**src/inc/qdist_defines.svh**
```systemverilog
// constants for the quiescence channel distributor
`ifndef QDIST_DEFINES_SVH
`define QDIST_DEFINES_SVH

// ==========================================================
// channel count bounds
`define QD_CH_MIN 2
`define QD_CH_MAX 32

// ==========================================================
// reset values
`define QD_REQ_N_RST 1'b1
`define QD_ACC_N_RST 1'b1
`define QD_DENY_RST 1'b0
`define QD_ACT_RST 1'b0

// ==========================================================
// input synchroniser depth in flip-flops
`define QD_SYNC_DEPTH 3

`endif

```
**src/inc/qdist_pkg.sv**
```systemverilog
// types for the quiescence channel distributor
package qdist_pkg;

  // ==========================================================
  // sequencing states, one-hot
  typedef enum logic [4:0] {
    ST_RUN = 5'h01,
    ST_ENTRY = 5'h02,
    ST_STOPPED = 5'h04,
    ST_DENIED = 5'h08,
    ST_EXIT = 5'h10
  } seq_state_t;

  // ==========================================================
  // response driven back to the controller
  typedef struct packed {
    logic accept_n;
    logic deny;
  } ctrl_resp_t;

endpackage

```
**src/verilog/quiesce_channel_distributor.sv**
```systemverilog
// fans one upstream quiescence handshake out to several downstream channels
`timescale 1ns/100ps
`default_nettype none
`include "qdist_defines.svh"

module quiesce_channel_distributor
  import qdist_pkg::*;
#(
  parameter int channel_count = 2,
  parameter bit sequencer_en = 1'b0,
  parameter bit upstream_input_sync_en = 1'b1,
  parameter bit downstream_input_sync_en = 1'b1,
  parameter bit activity_denial_en = 1'b1,
  parameter bit activity_sync_en = 1'b0
) (
  input wire logic clock_in,
  input wire logic rst_b_in,
  input wire logic ctrl_req_n_in,
  output logic ctrl_accept_n_out,
  output logic ctrl_deny_out,
  output logic ctrl_active_out,
  output logic clk_active_out,
  output logic [channel_count-1:0] dev_req_n_out,
  input wire logic [channel_count-1:0] dev_accept_n_in,
  input wire logic [channel_count-1:0] dev_deny_in,
  input wire logic [channel_count-1:0] dev_active_in
);

  // ==========================================================
  // configuration checks
  localparam int N = channel_count;
  localparam int IW = $clog2(N);
  localparam int W = 3 * N + 1;
  localparam logic [IW-1:0] LAST = IW'(N - 1);

  if (N < `QD_CH_MIN || N > `QD_CH_MAX) begin : g_bad_count
    $error("channel_count out of range");
  end

  // ==========================================================
  // input synchronisers
  // bit 0 upstream request, then accepts, denies, activities
  logic [W-1:0] raw;
  logic [W-1:0] syn;
  logic req_int;
  logic [N-1:0] acc_int;
  logic [N-1:0] deny_int;
  logic [N-1:0] act_int;

  assign raw = {dev_active_in, dev_deny_in, dev_accept_n_in, ctrl_req_n_in};

  genvar g;
  for (g = 0; g < W; g++) begin : g_sync
    localparam bit RV = (g <= N);
    localparam bit EN = (g == 0) ? upstream_input_sync_en :
                        (g <= 2 * N) ? downstream_input_sync_en : activity_sync_en;
    if (EN) begin : g_on
      logic [`QD_SYNC_DEPTH-1:0] sh;
      logic filt;
      // settled value moves only when the last two stages agree
      always_ff @(posedge clock_in or negedge rst_b_in) begin
        if (!rst_b_in) begin
          sh <= {`QD_SYNC_DEPTH{RV}};
          filt <= RV;
        end else begin
          sh <= {sh[`QD_SYNC_DEPTH-2:0], raw[g]};
          if (sh[`QD_SYNC_DEPTH-2] == sh[`QD_SYNC_DEPTH-1]) begin
            filt <= sh[`QD_SYNC_DEPTH-1];
          end
        end
      end
      assign syn[g] = filt;
    end else begin : g_off
      assign syn[g] = raw[g];
    end
  end

  assign req_int = syn[0];
  assign acc_int = syn[N:1];
  assign deny_int = syn[2*N:N+1];
  assign act_int = syn[3*N:2*N+1];

  // ==========================================================
  // combinational outputs
  // activity bypasses any synchroniser so the controller sees it at once
  assign ctrl_active_out = |dev_active_in;

  // raw pins used here so the clock is asked for before sync settles
  assign clk_active_out = |(dev_req_n_out ^ dev_accept_n_in) | (|dev_deny_in)
                        | (ctrl_req_n_in ^ ctrl_accept_n_out) | ctrl_deny_out;

  // ==========================================================
  // sequencing state
  seq_state_t state;
  seq_state_t next_state;
  logic [IW-1:0] idx;
  logic [IW-1:0] next_idx;
  logic [N-1:0] dev_req_n;
  logic [N-1:0] next_req_n;
  ctrl_resp_t resp;
  ctrl_resp_t next_resp;
  logic act_hit;
  logic next_hit;
  logic act_trip;
  logic all_running;
  logic cur_running;

  assign act_trip = activity_denial_en & (|act_int);
  assign all_running = (&dev_req_n) & (&acc_int) & ~(|deny_int);
  assign cur_running = dev_req_n[idx] & acc_int[idx] & ~deny_int[idx];

  always_comb begin
    next_state = state;
    next_idx = idx;
    next_req_n = dev_req_n;
    next_resp = resp;
    next_hit = act_hit;
    unique case (state)
      ST_RUN: begin
        if (!req_int) begin
          next_state = ST_ENTRY;
          next_hit = 1'b0;
          if (sequencer_en) begin
            next_idx = LAST;
            next_req_n[LAST] = 1'b0;
          end else begin
            next_req_n = '0;
          end
        end
      end
      ST_ENTRY: begin
        if (sequencer_en) begin
          // remembered so a trip between responses is not lost
          if (act_trip) begin
            next_hit = 1'b1;
          end
          if (deny_int[idx]) begin
            next_resp.deny = 1'b1;
            next_state = ST_DENIED;
          end else if (!acc_int[idx]) begin
            if (act_hit || act_trip) begin
              next_resp.deny = 1'b1;
              next_state = ST_DENIED;
            end else if (idx == '0) begin
              next_resp.accept_n = 1'b0;
              next_state = ST_STOPPED;
            end else begin
              next_idx = idx - IW'(1);
              next_req_n[idx - IW'(1)] = 1'b0;
            end
          end
        end else begin
          if (~(|acc_int)) begin
            next_resp.accept_n = 1'b0;
            next_state = ST_STOPPED;
          end else if ((|deny_int) || act_trip) begin
            next_resp.deny = 1'b1;
            next_req_n = '1;
            next_state = ST_DENIED;
          end
        end
      end
      ST_DENIED: begin
        if (sequencer_en) begin
          // walk upward from the channel where entry stopped
          next_req_n[idx] = 1'b1;
          if (cur_running && idx != LAST) begin
            next_idx = idx + IW'(1);
          end
        end
        if (all_running && req_int) begin
          next_resp.deny = 1'b0;
          next_state = ST_RUN;
        end
      end
      ST_STOPPED: begin
        if (req_int) begin
          next_state = ST_EXIT;
          if (sequencer_en) begin
            next_idx = '0;
            next_req_n[0] = 1'b1;
          end else begin
            next_req_n = '1;
          end
        end
      end
      ST_EXIT: begin
        if (sequencer_en) begin
          if (acc_int[idx]) begin
            if (idx == LAST) begin
              next_resp.accept_n = 1'b1;
              next_state = ST_RUN;
            end else begin
              next_idx = idx + IW'(1);
              next_req_n[idx + IW'(1)] = 1'b1;
            end
          end
        end else if (&acc_int) begin
          next_resp.accept_n = 1'b1;
          next_state = ST_RUN;
        end
      end
      default: begin
        // illegal one-hot code: fall back to running, answer idle
        next_state = ST_RUN;
        next_req_n = '1;
        next_resp = '{accept_n: `QD_ACC_N_RST, deny: `QD_DENY_RST};
      end
    endcase
  end

  // ==========================================================
  // registers, one block per concern
  always_ff @(posedge clock_in or negedge rst_b_in) begin
    if (!rst_b_in) begin
      state <= ST_RUN;
    end else begin
      state <= next_state;
    end
  end

  always_ff @(posedge clock_in or negedge rst_b_in) begin
    if (!rst_b_in) begin
      idx <= '0;
    end else begin
      idx <= next_idx;
    end
  end

  always_ff @(posedge clock_in or negedge rst_b_in) begin
    if (!rst_b_in) begin
      dev_req_n <= {N{`QD_REQ_N_RST}};
    end else begin
      dev_req_n <= next_req_n;
    end
  end

  always_ff @(posedge clock_in or negedge rst_b_in) begin
    if (!rst_b_in) begin
      resp.accept_n <= `QD_ACC_N_RST;
      resp.deny <= `QD_DENY_RST;
    end else begin
      resp <= next_resp;
    end
  end

  always_ff @(posedge clock_in or negedge rst_b_in) begin
    if (!rst_b_in) begin
      act_hit <= `QD_ACT_RST;
    end else begin
      act_hit <= next_hit;
    end
  end

  assign dev_req_n_out = dev_req_n;
  assign ctrl_accept_n_out = resp.accept_n;
  assign ctrl_deny_out = resp.deny;
endmodule

`default_nettype wire

```
**config.mk**
```make
export PLATFORM = sky130hd
export DESIGN_NAME = quiesce_channel_distributor
export DESIGN_NICKNAME = d
export VERILOG_FILES = /design/src/inc/qdist_pkg.sv /design/src/verilog/quiesce_channel_distributor.sv
export VERILOG_INCLUDE_DIRS = /design/src /design/src/inc
export SDC_FILE = /design/constraint.sdc
export NUM_CORES = 1
export LEC_CHECK = 0
export BUFFER_PORTS_ARGS = -buffer_cell sky130_fd_sc_hd__buf_2
export CAP_MARGIN = 20
export CORE_MARGIN = 2
export CORE_UTILIZATION = 59
export CTS_CLUSTER_SIZE = 8
export DETAILED_ROUTE_END_ITERATION = 8
export GPL_TIMING_DRIVEN = 1
export PLACE_DENSITY = 0.81
export SLEW_MARGIN = 20
export SYNTH_ARGS = -nofsm -noshare
export SYNTH_HDL_FRONTEND = slang
export SYNTH_SLANG_ARGS = --single-unit
```
**constraint.sdc**
```tcl
create_clock -name clock_in -period 3.5 [get_ports clock_in]
set_input_delay 0.175 -clock clock_in [delete_from_list [all_inputs] [get_ports clock_in]]
set_output_delay 0.175 -clock clock_in [all_outputs]
set_load 0.005 [all_outputs]
```
==> results.txt, run 1 <==
status -> complete, no violations
largest net degree at the start of global routing -> 29
CTS max path bufs -> 2
PnR Total Power -> 936 uW
CP Capture Type -> flip-flop
TNS Setup -> 0 ns
Netlist cell types -> 35
Flop pwr share -> 0.498
Post-Synthesis Net Count -> 114
Critical Path AT -> 2.12 ns
VDD IR-drop max -> 516 uV
H-tree depth -> 1
static leakage -> 0.000565 uW
worst hold path class -> in -> reg
Critical Path RT -> 3.73 ns
residual DRC count -> 0
largest area contributor in the synthesized netlist -> dfstp_2
Final nets -> 133
CTS Sinks -> 28
R2R cell count -> 5
crit path max fanout -> 12
Clock Latency Late Sink -> 0.33 ns
first-pass GRT wire length -> 4.06 mm
Setup crit end -> ctrl_deny_out$_DFFE_PN0P_
average wire per cell in the routed design -> 15.2 um
CP startpoint -> state[2]$_DFFE_PN0P_
CP max stage cell -> or4b_1
Synth Warn # -> 0
crit path kind -> reg -> reg
synthesized flop and latch total -> 28
GRT Util Overall -> 0.220
ANT cells -> 0
Placer Congestion -> 0.832
Clock Power Share -> 0.223
Detailed Routing Iterations Pass 1 -> 4
Slew @ Worst Pin -> 0.580 ns
die area -> 2380 sq um
capturing point of the worst reg2reg path -> ctrl_deny_out$_DFFE_PN0P_
Detail Route Antenna Nets -> 0
Vias per Instance -> 6.01
initial antenna violation count -> 0
# rows -> 16
via count -> 901
commonest non-fill, non-tap cells in the layout -> dfstp_2, buf_2, dfrtp_1
core area -> 1920 sq um
period utilisation layout -> 0.541
Gate power share -> 0.278
CTS tree -> yes
minimum clock period -> 1.89 ns
Worst Skew -> 0.00404 ns
hold_sp -> dev_active_in[1]
Fmax -> 528 MHz
unrepaired setup endpoints after global routing -> no
FF-to-FF setup slack -> 1.61 ns
cell-internal power -> 628 uW
share of post-route cells with drive strength above 1 -> 0.285
Detailed Route WL -> 2.29 mm
area grow syn2layout -> 16.1%
post-synthesis sequential area ratio -> 0.607
Post-CTS Setup Inserts -> 0
DRT iter0 DRCs -> 20
Post-Syn Instances -> 105
Syn Std Cell Area -> 1180 sq um
sw power -> 308 uW
Worst-path clk slew -> 0.15 ns
Slew Limit Fails -> 0
R2R Path Start -> state[2]$_DFFE_PN0P_
crit-path cells -> or4b_1 > a211o_1 > o211a_1 > a31oi_1 > a21oi_1
Die Width -> 48.8 um
number of CTS-inserted buffers -> 3
global route total overflow -> 0
top cells by area, synth -> dfstp_2, dfrtp_1, maj3_1, a21oi_1, nand2_1
Final Hold Vio Count -> 0
Starting Density -> 0.617
Yosys top cell area share -> 0.333
Max-Cap Viols -> 0
CTS Root Cell -> clkbuf_4
Port Buf Inserts -> 14
Final Setup Violations -> 0
slew margin rel. -> 0.613
# IOs -> 15
max incr delay on CP -> 0.57 ns
startpoint types -> flip-flop
average size of a mapped cell -> 11.3 sq um
post-DP HPWL -> 1.48 mm
Net Sw Frac -> 0.330
number of global-route vias before repair -> 874
leading cell type in the layout, fill and taps excluded -> dfstp_2
Die Y -> 48.8 um
Cell Pwr Density -> 681 nW/um^2
power by group through the flow:
stage	registers, uW	clock network [uW]	logic [uW]
finish	467	209	260
global route	477	226	291
CTS	464	216	259
detailed placement	470	0	247
global placement	467	0	247
floorplan	422	0	224
cell families after synthesis:
| logic type | Yosys count | share of synthesized area |
|---|---|---|
| xor+xnor | 1 | 0.00739 |
| compound gates | 21 | 0.112 |
| flops | 28 | 0.607 |
| simple gates | 41 | 0.189 |
| buf+inv | 7 | 0.0253 |
| mux | 2 | 0.0169 |
| fa+ha+maj | 5 | 0.0422 |
worst max-delay path: cells and delay by family (launching register included):
family / cells / cell delay, ns
DFF: 1 / 0.53
AOI/OAI and AO/OA: 4 / 0.69
and+or+nand+nor: 1 / 0.57
synthesized netlist by cell type:
cell,instances
or4_1,1
a21oi_1,7
o311ai_1,1
o21ai_0,2
and4_1,1
xor2_1,1
or2_2,2
o211a_1,1
dfstp_2,15
nand4_1,1
o22a_1,1
or3_1,1
nand3_1,4
o22ai_1,3
buf_1,1
or3b_1,1
inv_1,1
nor4_1,2
maj3_1,5
or4b_1,1
nor2b_1,3
dfrtp_1,13
a31oi_1,2
a211o_1,1
o21ai_1,2
mux2i_1,2
nand3b_1,1
nor4b_1,1
nor3_1,5
and3_1,3
nor2_1,7
clkbuf_1,4
nand2_1,7
a21bo_1,1
buf_4,1
registers in the layout, indices dropped and copies added (netlist names):
register and flops:
ctrl_accept_n_out 1, ctrl_deny_out 1, dev_req_n_out 1, g_sync.g_on.filt 5
g_sync.g_on.sh 15, state 5
through the flow:
stage	area (sq um)	std cells	setup slack (ns)	hold WS [ns]	util
floorplan	1180	105	1.91	-0.121	-
global placement	1260	140	1.74	0.203	0.657
detailed placement	1260	140	1.68	0.207	0.657
CTS	1380	150	1.65	0.210	0.715
global route	1380	150	1.55	0.256	0.715
finish	1380	150	1.61	0.222	0.715
per-layer routing:
metal	GRT usage	share of wire
met1	0.312	0.44
met2	0.354	0.48
met3	0.0368	0.057
met4	0.0619	0.014
met5	0	0
worst min path at each step:
stage | endpoint | slack, ns | cells past startpoint
floorplan | ctrl_deny_out$_DFFE_PN0P_ | -0.12 | 0
global placement | state[4]$_DFFE_PN0P_ | 0.20 | 1
detailed placement | state[4]$_DFFE_PN0P_ | 0.21 | 1
CTS | state[1]$_DFFE_PN0P_ | 0.21 | 3
global route | state[1]$_DFFE_PN0P_ | 0.26 | 3
finish | state[1]$_DFFE_PN0P_ | 0.22 | 3
cell type report:
| type | count | area [sq um] |
|---|---|---|
| Inverter | 1 | 3.75 |
| Tap cell | 27 | 33.8 |
| Fill cell | 145 | 547 |
| Timing Repair Buffer | 20 | 130 |
| Clock inverter | 1 | 30.0 |
| Multi-Input combinational cell | 70 | 435 |
| Sequential cell | 28 | 719 |
| Clock buffer | 3 | 22.5 |
timing repair:
| action | CTS | global route |
|---|---|---|
| endpoints found under the hold margin | 18 | 0 |
| resized for setup | 0 | 0 |
| hold buffers | 6 | 0 |
No activity file was read; power rests on OpenSTA's default activity.
==> run 2: changes to the inputs <==
- CORE_UTILIZATION: 59 -> 50
- PLACE_DENSITY: 0.81 -> 0.73
- clock period: 3.5 -> 1.57 ns (I/O delays scaled with it)
==> results.txt, run 2 (same netlist as run 1, synthesis figures left out) <==
status -> finished with violations
violated checks -> setup timing
Cell Pwr Density -> 1510 nW/um^2 (+120%)
CP Capture Type -> flip-flop
# rows -> 17 (+1)
Fmax -> 613 MHz (+16%)
Max-Cap Viols -> 0 (unchanged)
Placer Congestion -> 0.977 (+17%)
largest reg by FF count -> g_sync.g_on.sh
Detailed Routing Iterations Pass 1 -> 4 (unchanged)
R2R cell count -> 5 (unchanged)
Port Buf Inserts -> 14 (unchanged)
commonest non-fill, non-tap cells in the layout -> dfstp_2, buf_2, dfrtp_1
CTS max path bufs -> 2 (unchanged)
Slew @ Worst Pin -> 0.557 ns (-0.0226 ns)
average wire per cell in the routed design -> 15.5 um (+1.8%)
initial antenna violation count -> 0 (unchanged)
Hold Crit Depth -> 4 (+1)
Regs by FF count -> g_sync.g_on.sh (15), g_sync.g_on.filt (5), state (5)
final setup margin -> -0.0621 ns (-1.67 ns)
H-tree depth -> 1 (unchanged)
residual DRC count -> 0 (unchanged)
# IOs -> 15 (unchanged)
Final Setup Violations -> 1 (+1)
DRT iter0 DRCs -> 23 (+15%)
largest net degree at the start of global routing -> 29 (unchanged)
worst hold path class -> in -> reg
CTS Sinks -> 28 (unchanged)
Final Hold Vio Count -> 0 (unchanged)
Worst-path clk slew -> 0.14 ns (about the same)
Multi-input gate area -> 465 sq um (+6.9%)
Placed Instances -> 153 (+9.3%)
Slew Limit Fails -> 0 (unchanged)
area grow syn2layout -> 27.3%
static leakage -> 0.000638 uW (+13%)
first-pass GRT wire length -> 3.96 mm (-2.6%)
slew margin rel. -> 0.629 (+0.0151)
Critical Path RT -> 1.80 ns (-1.93 ns)
crit path max fanout -> 2 (-10)
period utilisation layout -> 1.04 (+0.499)
Worst Skew -> 0.00418 ns (+0.000140 ns)
Critical Path AT -> 1.86 ns (-0.26 ns)
leading cell type in the layout, fill and taps excluded -> dfstp_2
global route total overflow -> 0 (unchanged)
crit path kind -> reg -> reg
via count -> 933 (+3.6%)
pre-CTS setup slack -> -0.0463 ns (-1.73 ns)
Detail Route Antenna Nets -> 0 (unchanged)
VDD IR-drop max -> 1100 uV (+110%)
Die Y -> 52.7 um (+7.9%)
CTS tree -> yes
GRT Util Overall -> 0.202 (-0.0182)
core area -> 2230 sq um (+16%)
Vias per Instance -> 5.72 (-4.7%)
Detailed Route WL -> 2.53 mm (+11%)
minimum clock period -> 1.63 ns (-0.260 ns)
max reg flops -> 15 (unchanged)
Post-Layout Cell Count -> 163 (+8.7%)
Final nets -> 145 (+9.0%)
unrepaired setup endpoints after global routing -> yes
fillers -> 180 (+24%)
Die Width -> 52.7 um (+7.9%)
ANT cells -> 0 (unchanged)
number of global-route vias before repair -> 867 (-0.80%)
startpoint types -> flip-flop
PnR Total Power -> 2280 uW (+140%)
share of post-route cells with drive strength above 1 -> 0.393 (+0.108)
register area -> 719 sq um (unchanged)
Clock Latency Late Sink -> 0.32 ns (about the same)
post-DP HPWL -> 1.73 mm (+17%)
number of CTS-inserted buffers -> 3 (unchanged)
die area -> 2780 sq um (+16%)
CTS Root Cell -> clkbuf_4
Starting Density -> 0.531 (-0.0860)
run 2: cell count changes in the layout (fill, tap and decap cells not counted), sizes merged:
cell / change
buf: +12
run 2: cell type report:
| class | count | area share |
|---|---|---|
| Sequential cell | 28 | 0.477 |
| Multi-Input combinational cell | 70 | 0.308 |
| Timing Repair Buffer | 32 | 0.154 |
| Tap cell | 28 | 0.0232 |
| Clock inverter | 1 | 0.0199 |
| Clock buffer | 3 | 0.0149 |
| Inverter | 1 | 0.00249 |
run 2: critical path, cell delays in order, from the launching register on:
cell	delay [ns]
dfrtp_1	0.41
or4b_1	0.52
a211o_1	0.25
o211a_1	0.14
a31oi_1	0.16
a21oi_1	0.06
run 2: power breakdown:
part | leakage, uW | internal, uW | total (uW) | switching (uW)
Sequential | 0.000318 | 864 | 967 | 103
Clock | 0.0000279 | 258 | 463 | 205
Combinational | 0.000292 | 426 | 846 | 421
Total | 0.000638 | 1550 | 2280 | 728
run 2: path summary, 6_finish.rpt:
| path | from | to | slack, ns |
|---|---|---|---|
| min in group asynchronous | rst_b_in | g_sync[3].g_on.sh[2]$_DFF_PN0_ | 0.25 |
| worst max register to register | state[2]$_DFFE_PN0P_ | ctrl_deny_out$_DFFE_PN0P_ | -0.06 |
| worst min-delay path | dev_active_in[1] | state[1]$_DFFE_PN0P_ | 0.20 |
| worst min register to register | g_sync[1].g_on.sh[0]$_DFF_PN1_ | g_sync[1].g_on.sh[1]$_DFF_PN1_ | 0.37 |
| max in group asynchronous | rst_b_in | g_sync[2].g_on.sh[1]$_DFF_PN1_ | 0.94 |
| worst max-delay path | state[2]$_DFFE_PN0P_ | ctrl_deny_out$_DFFE_PN0P_ | -0.06 |
run 2: layer usage:
layer / global-route usage / routed length, um
met5: 0 / 0
met4: 0.0897 / 48
met3: 0.0457 / 132
met2: 0.308 / 1230
met1: 0.273 / 1120
run 2: through the flow:
stage                      util  instance area (sq um)  TNS (ns)  hold WS [ns]
after CTS                 0.666                   1490   -0.0670         0.184
final                     0.676                   1510   -0.0621         0.201
after floorplan               -                   1180   -0.0168        -0.217
after global routing      0.676                   1510    -0.258         0.210
after global placement    0.612                   1370   -0.0248         0.105
after detailed placement  0.612                   1370   -0.0463         0.109
run 2: what timing repair did:
action,4_1_cts,5_1_grt
setup endpoints to repair,2,6
pin swaps,0,4
hold endpoints to repair,18,0
setup buffers,0,0
resized for setup,1,6
hold buffers,6,0
